[config.mk]
export PLATFORM = sky130hd
export DESIGN_NAME = lsb_decoder
export DESIGN_NICKNAME = d
export VERILOG_FILES = /design/src/logic/lsb_timer.v /design/src/logic/lsb_decoder.v
export VERILOG_INCLUDE_DIRS = /design/src /design/src/inc
export SDC_FILE = /design/constraint.sdc
export NUM_CORES = 1
export LEC_CHECK = 0
export ABC_AREA = 1
export BUFFER_PORTS_ARGS = -buffer_cell sky130_fd_sc_hd__buf_2
export CAP_MARGIN = 15
export CORE_UTILIZATION = 45
export DETAILED_ROUTE_END_ITERATION = 10
export MAX_ROUTING_LAYER = met4
export PLACE_DENSITY = 0.61
export SLEW_MARGIN = 25
export SYNTH_ARGS = -nofsm -noshare
export SYNTH_HDL_FRONTEND = slang
export SYNTH_SLANG_ARGS = --single-unit
export TNS_END_PERCENT = 1
[constraint.sdc]
create_clock -name clk_i -period 2.92 [get_ports clk_i]
set_input_delay 0.292 -clock clk_i [delete_from_list [all_inputs] [get_ports clk_i]]
set_output_delay 0.292 -clock clk_i [all_outputs]
set_load 0.005 [all_outputs]
[src/inc/lsb_defs.vh]
`ifndef LSB_DEFS_VH
`define LSB_DEFS_VH

// register byte offsets on the wishbone slave
`define LSB_OFS_CTRL      8'h00
`define LSB_OFS_INSTR     8'h04
`define LSB_OFS_COUNT     8'h08
`define LSB_OFS_EQIDX     8'h0C
`define LSB_OFS_STATUS    8'h10
`define LSB_OFS_CYCLES    8'h14

// ctrl fields
`define LSB_CTRL_START    0
`define LSB_CTRL_NARROW   1
// instr fields
`define LSB_INSTR_PFX_LO  0
`define LSB_INSTR_OP_LO   8
`define LSB_INSTR_MRM_LO  16
`define LSB_INSTR_PFX_VLD 24
// status fields
`define LSB_ST_BUSY       0
`define LSB_ST_DONE       1
`define LSB_ST_ILLEGAL    2
`define LSB_ST_TERM       3
`define LSB_ST_CLASS_LO   4
`define LSB_ST_WORD       8
`define LSB_ST_MEM        9
`define LSB_ST_DIR        10
`define LSB_ST_REP        11

// reset values
`define LSB_RST_CTRL      2'h0
`define LSB_RST_INSTR     25'h0000000
`define LSB_RST_COUNT     16'h0000
`define LSB_RST_EQIDX     16'h0000

// operation classes
`define LSB_CL_ILL        4'h0
`define LSB_CL_XOR_RM     4'h1
`define LSB_CL_XOR_IRM    4'h2
`define LSB_CL_XOR_IACC   4'h3
`define LSB_CL_INVERT     4'h4
`define LSB_CL_MOVE       4'h5
`define LSB_CL_COMPARE    4'h6
`define LSB_CL_SCAN       4'h7
`define LSB_CL_LOAD       4'h8
`define LSB_CL_STORE      4'h9
`define LSB_CL_INPUT      4'hA
`define LSB_CL_OUTPUT     4'hB
`define LSB_CL_CALL_IND   4'hC
`define LSB_CL_JMP_SHORT  4'hD
`define LSB_CL_JMP_NEAR   4'hE
`define LSB_CL_JMP_IND    4'hF

// timing counts in processor clocks
`define LSB_T_LOGIC_REG   8'h03
`define LSB_T_LOGIC_MEM   8'h0A
`define LSB_T_IMM_REG     8'h04
`define LSB_T_IMM_MEM     8'h10
`define LSB_T_ACC_BYTE    8'h03
`define LSB_T_ACC_WORD    8'h04
`define LSB_T_MOVE        8'h0E
`define LSB_T_COMPARE     8'h16
`define LSB_T_SCAN        8'h0F
`define LSB_T_LOAD        8'h0C
`define LSB_T_STORE       8'h0A
`define LSB_T_INOUT       8'h0E
`define LSB_T_REP_MOVE_B  8'h08
`define LSB_T_REP_MOVE_E  8'h08
`define LSB_T_REP_CMP_B   8'h05
`define LSB_T_REP_CMP_E   8'h16
`define LSB_T_REP_SCAN_E  8'h0F
`define LSB_T_REP_LS_B    8'h06
`define LSB_T_REP_LOAD_E  8'h0B
`define LSB_T_REP_STORE_E 8'h09
`define LSB_T_CALL_REG_W  8'h0D
`define LSB_T_CALL_MEM_W  8'h13
`define LSB_T_CALL_REG_N  8'h11
`define LSB_T_CALL_MEM_N  8'h1B
`define LSB_T_JMP         8'h0E
`define LSB_T_JIND_REG    8'h0B
`define LSB_T_JIND_MEM_W  8'h11
`define LSB_T_JIND_MEM_N  8'h15
`define LSB_T_WORD_XFER   8'h04

`endif

[src/logic/lsb_timer.v]
`default_nettype none

// down-counter: counts val_i cycles after load_i, flags the last of them
module lsb_timer (
   input  wire       clk_i,
   input  wire       rst_i,
   input  wire       load_i,
   input  wire [7:0] val_i,
   output wire       last_o
);
   reg [7:0] cnt_r;

   // a load in the last cycle restarts at once, so elements run back to back
   always @(posedge clk_i) begin
      if (rst_i) begin
         cnt_r <= 8'h00;
      end else if (load_i) begin
         cnt_r <= val_i;
      end else if (cnt_r != 8'h00) begin
         cnt_r <= cnt_r - 8'h01;
      end
   end

   assign last_o = (cnt_r == 8'h01);
endmodule

`default_nettype wire

[src/logic/lsb_decoder.v]
// Chosen here: the Wishbone slave port and the address map.
`include "lsb_defs.vh"
`default_nettype none

// Summary of operation
// - exclusive-or decoded in three forms; register/memory form takes 3 or 10 cycles
// - invert decoded from 1111011w with extension 010; 3 register, 10 memory cycles
// - 1010010w is a single string move taking 14 cycles
// - 1010011w is a single string compare taking 22 cycles
// - 1010111w is a single string scan of accumulator taking 15 cycles
// - 1010110w is a single string load into accumulator taking 12 cycles
// - 1010101w is a single string store from accumulator taking 10 cycles
// - 0110110w is string input from the port pointer taking 14 cycles
// - 0110111w is string output to the port pointer taking 14 cycles
// - repeat prefix repeats count times; z bit picks termination; move/in/out 8+8n
// - 11111111 extension 010 is indirect near call: 13/19, or 17/27 narrow
// - jumps 11101011 and 11101001 take 14; 11111111 extension 100 is indirect
// - on the narrow bus, word operations add 4 cycles per memory transfer
module lsb_decoder (
   input  wire        clk_i,
   input  wire        rst_i,
   input  wire        wb_cyc_i,
   input  wire        wb_stb_i,
   input  wire        wb_we_i,
   input  wire [7:0]  wb_adr_i,
   input  wire [3:0]  wb_sel_i,
   input  wire [31:0] wb_dat_i,
   output reg  [31:0] wb_dat_o,
   output reg         wb_ack_o,
   output reg         busy_o
);
   localparam ST_IDLE = 2'b00;
   localparam ST_BASE = 2'b01;
   localparam ST_ELEM = 2'b10;

   reg [1:0]  state_r;
   reg [1:0]  state_nxt;
   reg        narrow_r;
   reg [24:0] instr_r;
   reg [15:0] count_r;
   reg [15:0] eqidx_r;
   reg [15:0] elem_idx_r;
   reg        done_r;
   reg        illegal_r;
   reg        term_r;
   reg [31:0] cycles_r;
   reg [3:0]  run_class_r;
   reg        run_rep_r;
   reg        run_z_r;
   reg [7:0]  run_elem_r;

   wire       wb_req  = wb_cyc_i & wb_stb_i & ~wb_ack_o;
   wire       wb_wr   = wb_req & wb_we_i;
   wire       start   = wb_wr & (wb_adr_i == `LSB_OFS_CTRL) & wb_sel_i[0]
                        & wb_dat_i[`LSB_CTRL_START] & (state_r == ST_IDLE);
   wire [7:0] pfx     = instr_r[`LSB_INSTR_PFX_LO +: 8];
   wire [7:0] op      = instr_r[`LSB_INSTR_OP_LO +: 8];
   wire [7:0] mrm     = instr_r[`LSB_INSTR_MRM_LO +: 8];
   wire       pfx_vld = instr_r[`LSB_INSTR_PFX_VLD];
   wire       mem     = (mrm[7:6] != 2'b11);
   wire [2:0] ext     = mrm[5:3];
   wire       w_bit   = op[0];
   wire       d_bit   = op[1];

   reg [3:0]  cls;
   reg [7:0]  t_single;
   reg [7:0]  t_rbase;
   reg [7:0]  t_relem;
   reg [1:0]  xfers;
   reg        starred;
   reg        is_string;
   reg        is_cmp;
   reg [7:0]  pen;
   reg        repeat_prefix;
   reg [7:0]  base_val;

   // opcode and mode byte decode with cycle figures for both bus widths
   always @* begin
      cls       = `LSB_CL_ILL;
      t_single  = 8'h00;
      t_rbase   = 8'h00;
      t_relem   = 8'h00;
      xfers     = 2'd0;
      starred   = 1'b0;
      is_string = 1'b0;
      is_cmp    = 1'b0;
      if (op[7:2] == 6'b001100) begin
         cls      = `LSB_CL_XOR_RM;
         t_single = mem ? `LSB_T_LOGIC_MEM : `LSB_T_LOGIC_REG;
         xfers    = mem ? (d_bit ? 2'd1 : 2'd2) : 2'd0;    // d=1: memory is only read
         starred  = 1'b1;
      end else if (op[7:1] == 7'b1000000 && ext == 3'b110) begin
         cls      = `LSB_CL_XOR_IRM;
         t_single = mem ? `LSB_T_IMM_MEM : `LSB_T_IMM_REG;
         xfers    = mem ? 2'd2 : 2'd0;
         starred  = 1'b1;
      end else if (op[7:1] == 7'b0011010) begin
         cls      = `LSB_CL_XOR_IACC;
         t_single = w_bit ? `LSB_T_ACC_WORD : `LSB_T_ACC_BYTE;
      end else if (op[7:1] == 7'b1111011 && ext == 3'b010) begin
         cls      = `LSB_CL_INVERT;
         t_single = mem ? `LSB_T_LOGIC_MEM : `LSB_T_LOGIC_REG;
         xfers    = mem ? 2'd2 : 2'd0;
         starred  = 1'b1;
      end else if (op[7:1] == 7'b1010010) begin
         cls = `LSB_CL_MOVE;
         t_single = `LSB_T_MOVE;
         t_rbase = `LSB_T_REP_MOVE_B;
         t_relem = `LSB_T_REP_MOVE_E;
         xfers = 2'd2;
         starred = 1'b1;
         is_string = 1'b1;
      end else if (op[7:1] == 7'b1010011) begin
         cls = `LSB_CL_COMPARE;
         t_single = `LSB_T_COMPARE;
         t_rbase = `LSB_T_REP_CMP_B;
         t_relem = `LSB_T_REP_CMP_E;
         xfers = 2'd2;
         starred = 1'b1;
         is_string = 1'b1;
         is_cmp = 1'b1;
      end else if (op[7:1] == 7'b1010111) begin
         cls = `LSB_CL_SCAN;
         t_single = `LSB_T_SCAN;
         t_rbase = `LSB_T_REP_CMP_B;
         t_relem = `LSB_T_REP_SCAN_E;
         xfers = 2'd1;
         starred = 1'b1;
         is_string = 1'b1;
         is_cmp = 1'b1;
      end else if (op[7:1] == 7'b1010110) begin
         cls = `LSB_CL_LOAD;
         t_single = `LSB_T_LOAD;
         t_rbase = `LSB_T_REP_LS_B;
         t_relem = `LSB_T_REP_LOAD_E;
         xfers = 2'd1;
         starred = 1'b1;
         is_string = 1'b1;
      end else if (op[7:1] == 7'b1010101) begin
         cls = `LSB_CL_STORE;
         t_single = `LSB_T_STORE;
         t_rbase = `LSB_T_REP_LS_B;
         t_relem = `LSB_T_REP_STORE_E;
         xfers = 2'd1;
         starred = 1'b1;
         is_string = 1'b1;
      end else if (op[7:1] == 7'b0110110) begin
         cls = `LSB_CL_INPUT;
         t_single = `LSB_T_INOUT;
         t_rbase = `LSB_T_REP_MOVE_B;
         t_relem = `LSB_T_REP_MOVE_E;
         is_string = 1'b1;
      end else if (op[7:1] == 7'b0110111) begin
         cls = `LSB_CL_OUTPUT;
         t_single = `LSB_T_INOUT;
         t_rbase = `LSB_T_REP_MOVE_B;
         t_relem = `LSB_T_REP_MOVE_E;
         is_string = 1'b1;
      end else if (op == 8'hFF && ext == 3'b010) begin
         cls = `LSB_CL_CALL_IND;
         if (narrow_r) begin
            t_single = mem ? `LSB_T_CALL_MEM_N : `LSB_T_CALL_REG_N;
         end else begin
            t_single = mem ? `LSB_T_CALL_MEM_W : `LSB_T_CALL_REG_W;
         end
      end else if (op == 8'hEB || op == 8'hE9) begin
         cls = (op == 8'hEB) ? `LSB_CL_JMP_SHORT : `LSB_CL_JMP_NEAR;
         t_single = `LSB_T_JMP;
      end else if (op == 8'hFF && ext == 3'b100) begin
         cls = `LSB_CL_JMP_IND;
         if (!mem) begin
            t_single = `LSB_T_JIND_REG;
         end else begin
            t_single = narrow_r ? `LSB_T_JIND_MEM_N : `LSB_T_JIND_MEM_W;
         end
      end
      // a prefix only makes sense as a repeat in front of a string opcode
      if (pfx_vld && (!is_string || pfx[7:1] != 7'b1111001)) begin
         cls = `LSB_CL_ILL;
      end
   end

   // word penalty on the narrow bus, per memory transfer
   always @* begin
      pen = 8'h00;
      if (narrow_r && w_bit && starred) begin
         pen = (xfers == 2'd2) ? (`LSB_T_WORD_XFER + `LSB_T_WORD_XFER)
             : (xfers == 2'd1) ? `LSB_T_WORD_XFER : 8'h00;
      end
      repeat_prefix      = pfx_vld & is_string;
      base_val = repeat_prefix ? t_rbase : (t_single + pen);
   end

   wire tm_last;
   wire elem_eq   = (elem_idx_r == eqidx_r);
   // z=1 repeats while equal, z=0 repeats while not equal
   wire term_hit  = run_z_r ? ~elem_eq : elem_eq;
   wire elem_end  = (state_r == ST_ELEM) & tm_last;
   wire count_end = (count_r == 16'h0001);
   // live decode is safe here: instr writes are refused until the run ends
   wire stop_term = is_cmp & term_hit;
   wire tm_load   = (start & (cls != `LSB_CL_ILL))
                  | ((state_r == ST_BASE) & tm_last & run_rep_r & (count_r != 16'h0000))
                  | (elem_end & ~count_end & ~stop_term);

   lsb_timer u_timer (
      .clk_i  (clk_i),
      .rst_i  (rst_i),
      .load_i (tm_load),
      .val_i  ((state_r == ST_IDLE) ? base_val : run_elem_r),
      .last_o (tm_last)
   );

   // sequencer: overhead phase, then one timed phase per element
   always @* begin
      state_nxt = state_r;
      case (state_r)
         ST_IDLE: begin
            if (start && cls != `LSB_CL_ILL) begin
               state_nxt = ST_BASE;
            end
         end
         ST_BASE: begin
            if (tm_last) begin
               state_nxt = (run_rep_r && count_r != 16'h0000) ? ST_ELEM : ST_IDLE;
            end
         end
         ST_ELEM: begin
            if (tm_last && (count_end || stop_term)) begin
               state_nxt = ST_IDLE;
            end
         end
         default: state_nxt = ST_IDLE;
      endcase
   end

   // run state, flags and the live count
   always @(posedge clk_i) begin
      if (rst_i) begin
         state_r     <= ST_IDLE;
         done_r      <= 1'b0;
         illegal_r   <= 1'b0;
         term_r      <= 1'b0;
         cycles_r    <= 32'h00000000;
         run_class_r <= `LSB_CL_ILL;
         run_rep_r   <= 1'b0;
         run_z_r     <= 1'b0;
         run_elem_r  <= 8'h00;
         elem_idx_r  <= 16'h0000;
         busy_o      <= 1'b0;
      end else begin
         state_r <= state_nxt;
         busy_o  <= (state_nxt != ST_IDLE);
         if (start) begin
            done_r      <= (cls == `LSB_CL_ILL);
            illegal_r   <= (cls == `LSB_CL_ILL);
            term_r      <= 1'b0;
            cycles_r    <= 32'h00000000;
            run_class_r <= cls;
            run_rep_r   <= repeat_prefix;
            run_z_r     <= pfx[0];
            run_elem_r  <= t_relem + pen;
            elem_idx_r  <= 16'h0000;
         end else begin
            if (state_r != ST_IDLE) begin
               cycles_r <= cycles_r + 32'h00000001;
            end
            if (state_r != ST_IDLE && state_nxt == ST_IDLE) begin
               done_r <= 1'b1;
            end
            if (elem_end) begin
               elem_idx_r <= elem_idx_r + 16'h0001;
               term_r     <= stop_term & ~count_end;
            end
         end
      end
   end

   // wishbone slave: one wait state, ack for one cycle, unmapped reads zero
   always @(posedge clk_i) begin
      if (rst_i) begin
         wb_ack_o <= 1'b0;
         wb_dat_o <= 32'h00000000;
         narrow_r <= 1'b0;
         instr_r  <= `LSB_RST_INSTR;
         count_r  <= `LSB_RST_COUNT;
         eqidx_r  <= `LSB_RST_EQIDX;
      end else begin
         wb_ack_o <= wb_req;
         wb_dat_o <= 32'h00000000;
         if (elem_end) begin
            count_r <= count_r - 16'h0001;
         end
         // configuration is frozen while an instruction runs
         if (wb_wr && state_r == ST_IDLE) begin
            if (wb_adr_i == `LSB_OFS_CTRL) begin
               if (wb_sel_i[0]) narrow_r <= wb_dat_i[`LSB_CTRL_NARROW];
            end else if (wb_adr_i == `LSB_OFS_INSTR) begin
               if (wb_sel_i[0]) instr_r[7:0]   <= wb_dat_i[7:0];
               if (wb_sel_i[1]) instr_r[15:8]  <= wb_dat_i[15:8];
               if (wb_sel_i[2]) instr_r[23:16] <= wb_dat_i[23:16];
               if (wb_sel_i[3]) instr_r[24]    <= wb_dat_i[24];
            end else if (wb_adr_i == `LSB_OFS_COUNT) begin
               if (wb_sel_i[0]) count_r[7:0]  <= wb_dat_i[7:0];
               if (wb_sel_i[1]) count_r[15:8] <= wb_dat_i[15:8];
            end else if (wb_adr_i == `LSB_OFS_EQIDX) begin
               if (wb_sel_i[0]) eqidx_r[7:0]  <= wb_dat_i[7:0];
               if (wb_sel_i[1]) eqidx_r[15:8] <= wb_dat_i[15:8];
            end
         end
         if (wb_req && !wb_we_i) begin
            if (wb_adr_i == `LSB_OFS_CTRL) begin
               wb_dat_o <= {30'h0, narrow_r, 1'b0};
            end else if (wb_adr_i == `LSB_OFS_INSTR) begin
               wb_dat_o <= {7'h00, instr_r};
            end else if (wb_adr_i == `LSB_OFS_COUNT) begin
               wb_dat_o <= {16'h0000, count_r};
            end else if (wb_adr_i == `LSB_OFS_EQIDX) begin
               wb_dat_o <= {16'h0000, eqidx_r};
            end else if (wb_adr_i == `LSB_OFS_STATUS) begin
               wb_dat_o <= {20'h00000, run_rep_r, d_bit, mem, w_bit, run_class_r,
                            term_r, illegal_r, done_r, (state_r != ST_IDLE)};
            end else if (wb_adr_i == `LSB_OFS_CYCLES) begin
               wb_dat_o <= cycles_r;
            end
         end
      end
   end
endmodule

`default_nettype wire

* Word level (Yosys, flattened, before mapping)
Cells that the tools add are included.
** Word-level totals
- Register bits :: 167
- Latch bits :: 0
- Memory bits (writable) :: 0
- Memory bits (read-only) :: 0
- Input bits :: 49
- Output and inout port bits :: 34
- Logic and storage cells :: 254
- Memories kept :: 0
** Operators by class
- Add/sub/neg operators :: 6
- $mul :: 0
- Divide/modulo/power cells :: 0
- $lt $le $gt $ge :: 0
- Equality and inequality tests :: 31
- Shifts and indexed selects :: 0
- Mux-type cells :: 125
- Bitwise gates (word level) :: 28
- Reductions and logical operators :: 40
** Operator list (number)
- 2-to-1 mux 8 bit :: 18
- 2-to-1 mux 4 bit :: 33
- 2-to-1 mux 25 bit :: 5
- 2-to-1 mux 16 bit :: 5
- 2-to-1 mux 5 bit :: 12
- equality test 7 bit (second input constant) :: 7
- 2-to-1 mux 1 bit :: 33
- adder 32 x 1 -> 32 bit (second input constant) :: 1
- 2-to-1 mux 2 bit :: 15
- equality test 8 bit (second input constant) :: 3
- bitwise AND 1 bit :: 17
- adder 16 x 1 -> 16 bit (second input constant) :: 1
- adder 8 bit :: 2
- equality test 16 x 1 -> 1 bit (second input constant) :: 1
- equality test 16 bit :: 1
- equality test 8 x 4 -> 1 bit (second input constant) :: 2
- equality test 8 x 5 -> 1 bit (second input constant) :: 2
- AND reduction 4 bit :: 4
- nonzero test 16 bit :: 1
- subtractor 16 x 1 -> 16 bit (second input constant) :: 1
- equality test 7 x 6 -> 1 bit (second input constant) :: 2
- logical AND 1 bit :: 13
- AND reduction 6 bit :: 2
- 2-to-1 mux 3 bit :: 3
- other kinds (26) :: 46

* Longest topological paths before layout
Gate-level depths: netlist of run 1.
- Depth in word-level cells :: 25
- Gate-level depth with buffers :: 19
- Depth with buffers taken out :: 18

* Cells and area by module
Synthesis of run 1 repeated with hierarchy kept, for this count alone.
** Unflattened totals
- Cells, all modules :: 1267
- Area, all modules :: 8802.2 µm²
** Modules (own cells, without submodules)
- lsb_decoder :: instances 1, cells each 1178, area each 8247.9 µm², seq. area each 3143.0 µm²
- lsb_timer :: instances 1, cells each 89, area each 554.3 µm², seq. area each 160.2 µm²

* Worst setup path after synthesis of run 1
OpenSTA, ideal clock, no wires.
- Path type :: reg-to-reg
- From :: register instr_r[11]
- To :: register u_timer.cnt_r[3]
- Setup time :: 64 ps
- Arrival :: 2501 ps
- Required time :: 2856 ps
- Setup slack :: 355 ps
- Stages on the path, launching flop included :: 17
- Buffers on the path :: 0
- Clock period less this slack :: 2565 ps
- Cell sequence :: dfxtp_1 -> nor2_1 -> inv_1 -> nor2_1 -> nand2_1 -> nand2_1 -> or4_1 -> nand3_1 -> nor2_1 -> ha_1 -> inv_1 -> fa_1 -> nor2_1 -> o21ai_0 -> o21ai_0 -> o21ai_1 -> nor2_1
** Between the ends
- Word-level cells in the longest chain between the ends :: 22
- Elaborated cells on any way between the ends :: 118
- Classes of those cells :: 1 x add/sub; 16 x eq/ne; 83 x mux; 7 x bitwise; 11 x reduce/logical
** Ends and longest elaborated chain
- from (decl) :: line lsb_decoder.v:39 : reg [24:0] instr_r;
- from (signal assigned) :: line lsb_decoder.v:285 : instr_r <= `LSB_RST_INSTR;
- from (signal assigned) :: line lsb_decoder.v:300 : if (wb_sel_i[1]) instr_r[15:8] <= wb_dat_i[15:8];
- parallel branches: the longest is 22 deep, another holds equality test 8 bit
- to (signal assigned) :: line lsb_timer.v:18 : cnt_r <= val_i;
- to (signal assigned) :: line lsb_timer.v:20 : cnt_r <= cnt_r - 8'h01;
- to (decl) :: line lsb_timer.v:11 : reg [7:0] cnt_r;
Parallel ways; which one is timed is not known.
A chain may end at the register's enable or synchronous reset.

* Worst setup path in the final report of run 1
- From :: register instr_r[14]
- To :: register u_timer.cnt_r[3]
The elaborated chain is that of the path after synthesis.

==> results of run 1 <==
==> through the flow <==
stage	power [mW]	hold WS (ps)	util	setup WS, ps	setup TNS (ps)
2_1_floorplan	2.81	364	-	355	0
3_3_place_gp	2.96	437	0.506	113	0
3_5_place_dp	2.97	442	0.506	86.5	0
4_1_cts	5.09	92.8	0.535	82.9	0
5_1_grt	5.27	115	0.538	-9.15	-9.15
6_report	5.05	103	0.538	195	0
==> registers in the layout, summed over array words and instances, names as in the netlist <==
register,flops
count_r,16
busy_o,1
done_r,1
run_elem_r,6
elem_idx_r,16
run_z_r,1
run_rep_r,1
wb_dat_o,32
eqidx_r,16
term_r,1
wb_ack_o,1
narrow_r,1
cycles_r,32
illegal_r,1
instr_r,25
run_class_r,4
state_r,2
u_timer.cnt_r,8
==> synthesized netlist by cell type, types with 3 or more instances <==
cell / number / area [um2]
inv_2: 14 / 52.6
nand2_4: 3 / 33.8
nor3_1: 37 / 185
nor2_4: 4 / 45.0
a31oi_1: 6 / 37.5
a21oi_1: 91 / 455
dfxtp_1: 165 / 3300
nand2_2: 16 / 100
nand3b_1: 3 / 22.5
a221oi_1: 12 / 105
xor2_1: 29 / 254
nor2_1: 163 / 612
o22ai_1: 11 / 68.8
nand3_1: 57 / 285
nand4_1: 39 / 244
nor4_1: 8 / 50.1
o21ai_1: 4 / 20.0
o211ai_1: 7 / 52.6
ha_1: 12 / 150
nor3_4: 3 / 48.8
o221ai_1: 11 / 96.3
nor2_2: 11 / 68.8
a211oi_1: 3 / 22.5
clkbuf_1: 21 / 78.8
o21ai_0: 99 / 495
inv_1: 178 / 668
nor3b_1: 3 / 22.5
buf_2: 5 / 25.0
nand2_1: 218 / 818
==> worst max-delay path: cells and delay by family, from the launching register on <==
kind / cells / cell delay (ps)
DFF: 1 / 380
buffers and inverters: 2 / 130
AOI/OAI and AO/OA: 3 / 280
adders and majority gates: 2 / 630
and+or+nand+nor: 9 / 1260
==> metal layers <==
metal	vias up	part of all wire
met4	0	0.042
met3	58	0.053
met5	-	0
li1	4384	-
met2	279	0.46
met1	4048	0.44
==> final timing paths <==
check / start / end / slack (ps) / cells after the start
worst max-delay path: instr_r[14]$_SDFFE_PP0P_ / u_timer.cnt_r[3]$_SDFFE_PP0P_ / 190 / 16
worst min-delay path: wb_dat_i[18] / instr_r[18]$_SDFFE_PP0P_ / 100 / 3
worst max register to register: instr_r[14]$_SDFFE_PP0P_ / u_timer.cnt_r[3]$_SDFFE_PP0P_ / 190 / 16
worst min register to register: run_elem_r[1]$_SDFFE_PP0P_ / run_elem_r[1]$_SDFFE_PP0P_ / 460 / 2
==> logic make-up (layout without fill, tap and decap cells) <==
family	count (synthesis)	in the layout
flops	165	165
buf+inv	223	329
compound gates	256	256
xor+xnor	31	31
simple gates	577	577
fa+ha+maj	14	14
==> power breakdown <==
group          switching (mW)  total (mW)  internal (mW)  leakage, nW
Combinational           0.351       0.564          0.212         2.76
Sequential             0.0501        2.35           2.30         1.34
Clock                   0.994        2.14           1.15        0.258
Total                    1.40        5.05           3.66         4.36
==> layout make-up <==
cell class	count	area share
clock buffer	20	0.0449
clock inverter	12	0.00960
inverter	195	0.0723
multi-input combinational	878	0.456
sequential	165	0.327
tap	260	0.0320
timing repair buffer	102	0.0581
==> timing repair <==
item,in CTS,in global routing
setup buffers,0,0
gates resized for setup,0,20
setup endpoints to repair,0,2
==> metrics.txt, run 1 <==
Crit Path Class register to register; Hold Vio Cnt, Final 0; CP most frequent cell nor2_1; ys async rst share 0; CORE AREA 18900 um2; largest net degree at the start of global routing 50; nets 1422; fin crit period 2730 ps; post-synthesis adder-cell area fraction 0.0217; Seq/Total Area, Yosys 0.377; Reg clk slew, reported paths 70 ps; status finished clean; busiest layer in global routing met2; Layout area overhead 15.9%; Slew @ Worst Pin 772 ps; GRT Residual Overflow 0; # rows 50; largest family of logic cells by synthesized area simple AND/OR/NAND/NOR gates; synthesized area 8770 um2; first-pass GRT wire length 42.7 mm; #FFs+latches synth 165; post-route design area 10200 um2; multi-input gate area in the final layout 4630 um2; vias in the first global route 8025; starting density of the core 0.464; CP Launch Type register; Slew HR 0.482; layout cells sized above 1 0.155; Leakage 4.36 nW; initial DRC count 712; PwrDens 497 nW/um2; Post-Synth Simple-Gate Area 0.307; most common cell after layout, fill and taps aside nand2_1; CTS buffer count 17; Final setup viols 0; Clock Sinks 165; Die Y 142 um; Die Width 142 um; routability cong. 0.942; dpl hpwl 21.5 mm; MaxCap Viol Count 0; H-tree levels 4; Yosys cell types 51; GR Util All Layers 0.289; routed wire length 27.5 mm; post-route insts no fill 1632; Worst Hold Class input port to register; met2 global-route usage 0.459; Vias 8769; Fill cells 1964; main flop type after synthesis dfxtp_1; Mapped Cells 1266; initial antenna violation count 0; Crit-path slowest cell or4_1; CP required 3280 ps; most frequent cells in the layout nand2_1 (216), inv_1 (178), nor2_1 (162); Syn Nets 1329; fmax 367 MHz; cts hold-fix bufs 0; syn avg cell area 6.93 um2; EDFF count, synth 0; DRT antenna net count 0; port bufs 75; Layout Skew 6.71 ps; Slew Viols, Final 0; DRC viols 0; Ant. Diodes 0; clk buf depth 2; WL per Instance 16.8 um; First-pass DRT Iterations 5; Skew-Pair Late Insertion Delay 420 ps; XOR/XNOR Fraction of Synth Area 0.0310; Compound-Gate Fraction of Synth Area 0.166; Placed Cells 1600; CTS tree done; GRT met3 Usage 0.0388; CTS Root Cell clkbuf_16; Via density 5.37; IO Pins 83; post-synthesis mux area share 0; slowest cell delay on critical path 520 ps; crit path DAT 3090 ps; DIE AREA 20100 um2; placed cell area 9560 um2; final cycle utilization of the critical path 0.933; Syn. warnings 0; register area 3320 um2; met1 Resource Use GR 0.363; Cell Chain, Critical Path inv_2, nand3_1, nor2_1, nand2_1, nand2_1, or4_1, nand3_1, nor2_1, ha_1, inv_1, fa_1, nor2_1, o21ai_0, o21ai_0, o21ai_1, nor2_1; worst-path fanout max 5; Crit. End Element register; peak supply drop 0.000482 V
Power figures use the tool's default switching activity.
==> run 2, diff against run 1 <==
--- a/config.mk
+++ b/config.mk
@@ -6,13 +6,12 @@
 export SDC_FILE = /design/constraint.sdc
 export NUM_CORES = 1
 export LEC_CHECK = 0
-export ABC_AREA = 1
 export BUFFER_PORTS_ARGS = -buffer_cell sky130_fd_sc_hd__buf_2
 export CAP_MARGIN = 15
-export CORE_UTILIZATION = 45
+export CORE_UTILIZATION = 50
 export DETAILED_ROUTE_END_ITERATION = 10
 export MAX_ROUTING_LAYER = met4
-export PLACE_DENSITY = 0.61
+export PLACE_DENSITY = 0.67
 export SLEW_MARGIN = 25
 export SYNTH_ARGS = -nofsm -noshare
 export SYNTH_HDL_FRONTEND = slang
==> run 2 against run 1 <==
Against the previous run:
- combinational power decreased by 11%
- first-iteration DRC count decreased by 18%
- final cell count decreased by 20%
- clock-buffer cell count decreased by 3
- area after synthesis decreased by 7.6%
- global-route usage decreased by 0.65 points
- synthesized cell count decreased by 24%
- register-to-register slack got worse by 130 ps
- final area decreased by 4.1%
- sequential share of layout area increased by 1.3 points
- via count decreased by 16%
- largest cell class unchanged
- largest power group unchanged
- highest routed layer unchanged
==> metrics.txt, run 2 <==
status finished clean; ys async rst share 0 (unchanged); main flop type after synthesis dfxtp_1; Ant. Diodes 0 (unchanged); Layout Skew 9.40 ps (+2.69 ps); fmax 350 MHz (-4.7%); Crit. End Element register; H-tree levels 4 (unchanged); CP Launch Type register; first-pass GRT wire length 35.0 mm (-18%); Slew @ Worst Pin 732 ps (-40.3 ps); GRT met3 Usage 0.0421 (+0.00330); CP required 3240 ps (-40 ps); slowest cell delay on critical path 480 ps (-40 ps); Crit-path slowest cell fa_1; Worst Hold Path EP instr_r[24]$_SDFFE_PP0P_; clk buf depth 2 (unchanged); most common cell after layout, fill and taps aside dfxtp_1; synth cell count leaders dfxtp_1 (165), nor2_1 (115), nand2_1 (91); Clock Sinks 165 (unchanged); Skew-Pair Late Insertion Delay 430 ps (about the same); final core occ 0.616 (+0.0777); cts hold-fix bufs 0 (unchanged); CTS tree done; Leakage 3.74 nW (-14%); initial DRC count 581 (-18%); Via density 5.66 (+5.4%); largest net degree at the start of global routing 68 (+36%); GRT Residual Overflow 0 (unchanged); layout cells sized above 1 0.218 (+0.0625); initial antenna violation count 0 (unchanged); DIE AREA 16700 um2 (-17%); unrepaired setup endpoints after global routing true; fin crit period 2860 ps (+135 ps); syn avg cell area 8.47 um2 (+22%); CORE AREA 15800 um2 (-16%); worst r2r path cells 12 (-4); IO Pins 83 (unchanged); Seq/Total Area, Yosys 0.408 (+0.0310); Mapped Cells 957 (-24%); Pwr Total 4.96 mW (-2.0%); CTS buffer count 17 (unchanged); starting density of the core 0.512 (+0.0478); Cell Chain, Critical Path nor4bb_4, and3_4, a21oi_2, or4b_4, a21oi_2, a221oi_2, ha_2, inv_2, fa_1, o21bai_1, a21oi_2, mux2_4; PwrDens 509 nW/um2 (+2.3%); met2 global-route usage 0.437 (-0.0215); clock share of power 0.429 (+0.005); Slew HR 0.512 (+0.0300); Final setup viols 0 (unchanged); Slew Viols, Final 0 (unchanged); final cycle utilization of the critical path 0.979 (+0.0461); final setup margin 59.9 ps (-135 ps); CP most frequent cell a21oi_2; Setup WS pre-CTS -121 ps (-208 ps); busiest layer in global routing met2; Min-Delay Path Depth 3 (unchanged); RR Startpoint instr_r[14]$_SDFFE_PP0P_; Die Width 129 um (-8.7%); port bufs 75 (unchanged); Crit Path Class register to register; routability cong. 0.912 (-3.2%); Pint 3.70 mW (+1.2%); vias in the first global route 6583 (-18%); dpl hpwl 16.3 mm (-24%); Layout area overhead 20.3%; Yosys cell types 67 (+31%); top-area cell type share of the netlist area 0.408 (+0.0310); worst-path fanout max 6 (+1); nets 1136 (-20%); EDFF count, synth 0 (unchanged); MaxCap Viol Count 0 (unchanged); top post-synthesis cells by area dfxtp_1 (41%), nor2_1 (5.3%), a21oi_1 (5.0%), xnor2_1 (4.6%), nand2_1 (4.2%); synthesized area 8100 um2 (-7.6%); DRT antenna net count 0 (unchanged); routed wire length 22.1 mm (-20%); switching power 1.25 mW (-10%); WL per Instance 17.0 um (+0.82%); Vias 7364 (-16%); Largest regs cycles_r x32, wb_dat_o x32, instr_r x25; most frequent cells in the layout dfxtp_1 (157), nor2_1 (115), nand2_1 (91); Reg power frac 0.470 (+0.005); DRC viols 0 (unchanged); switch share 0.253 (-0.0231); peak supply drop 0.000440 V (-8.6%); Worst Hold Class input port to register; Hold Crit Start wb_dat_i[24]; Reg clk slew, reported paths 60 ps (about the same); CTS Root Cell clkbuf_16; Fill cells 1445 (-26%); Syn. warnings 0 (unchanged); met1 Resource Use GR 0.374 (+0.0104); combinational power share 0.101 (-0.011); area leader, netlist dfxtp_1; Die Y 129 um (-8.7%); # rows 46 (-8.0%); flop-to-flop setup slack 60 ps (-130 ps); #FFs+latches synth 165 (unchanged); Hold Vio Cnt, Final 0 (unchanged); GR Util All Layers 0.282 (-0.00648); Syn Nets 1020 (-23%); First-pass DRT Iterations 5 (unchanged); worst r2r dst u_timer.cnt_r[3]$_SDFFE_PP0P_; count leader, synth dfxtp_1; crit path DAT 3180 ps (+90 ps)
==> run 2: layout make-up <==
class / count / area, um2 / area share
Clock buffer: 17 / 425 / 0.0437
Sequential cell: 165 / 3320 / 0.340
Multi-Input combinational cell: 719 / 4570 / 0.469
Tap cell: 216 / 270 / 0.0277
Inverter: 17 / 63.8 / 0.00655
Clock inverter: 13 / 125 / 0.0128
Timing Repair Buffer: 153 / 973 / 0.0999
==> run 2: what timing repair did <==
item                                    4_1_cts  5_1_grt
endpoints found under the setup margin        3        7
pin swaps                                     1        7
cloned                                        0        0
setup buffers                                 0        1
resized for setup                             4       15
==> run 2: worst max path at each step <==
stage	from	to	slack, ps
after CTS	instr_r[12]$_SDFFE_PP0P_	u_timer.cnt_r[3]$_SDFFE_PP0P_	-20
after global placement	instr_r[12]$_SDFFE_PP0P_	u_timer.cnt_r[3]$_SDFFE_PP0P_	-80
after detailed placement	instr_r[12]$_SDFFE_PP0P_	u_timer.cnt_r[3]$_SDFFE_PP0P_	-120
final	instr_r[14]$_SDFFE_PP0P_	u_timer.cnt_r[3]$_SDFFE_PP0P_	60
after floorplan	instr_r[14]$_SDFFE_PP0P_	u_timer.cnt_r[3]$_SDFFE_PP0P_	10
after global routing	instr_r[13]$_SDFFE_PP0P_	u_timer.cnt_r[3]$_SDFFE_PP0P_	-40
==> run 2: cells by family after synthesis <==
logic type      after synthesis  synth area share
simple gates                399             0.246
compound gates              194             0.156
flops                       165             0.408
xor+xnor                     78            0.0843
buf+inv                      73            0.0386
mux                          34            0.0440
fa+ha+maj                    14            0.0235
==> run 2: worst max-delay path, delay by kind of cell, from the launching register on <==
kind                       cells  cell delay, ps
AOI/OAI and AO/OA              5             570
adders and majority gates      2             740
buffers and inverters          1              40
DFF                            1             370
muxes                          1             260
and+or+nand+nor                3             760
==> run 2: routing by layer <==
metal / up-vias / part of all wire
li1: 3655 / -
met1: 3440 / 0.46
met2: 236 / 0.46
met3: 33 / 0.059
met4: 0 / 0.022
met5: - / 0
==> run 2: power groups by stage <==
stage               Clock [mW]  Sequential [mW]  Combinational [mW]
floorplan                    0             2.38               0.349
global placement             0             2.38               0.493
detailed placement           0             2.38               0.493
CTS                       2.16             2.33               0.497
finish                    2.13             2.33               0.503
global route              2.25             2.33               0.552
==> run 2: metrics by stage <==
stage | cells | instance area, um2 | hold slack [ps] | setup TNS, ps
after global routing | 1300 | 9740 | 131 | -63.9
after detailed placement | 1269 | 9130 | 448 | -160
after CTS | 1299 | 9690 | 91.4 | -23.4
after global placement | 1269 | 9130 | 441 | -84.6
after floorplan | 957 | 8170 | 429 | 0
final | 1300 | 9740 | 101 | 0
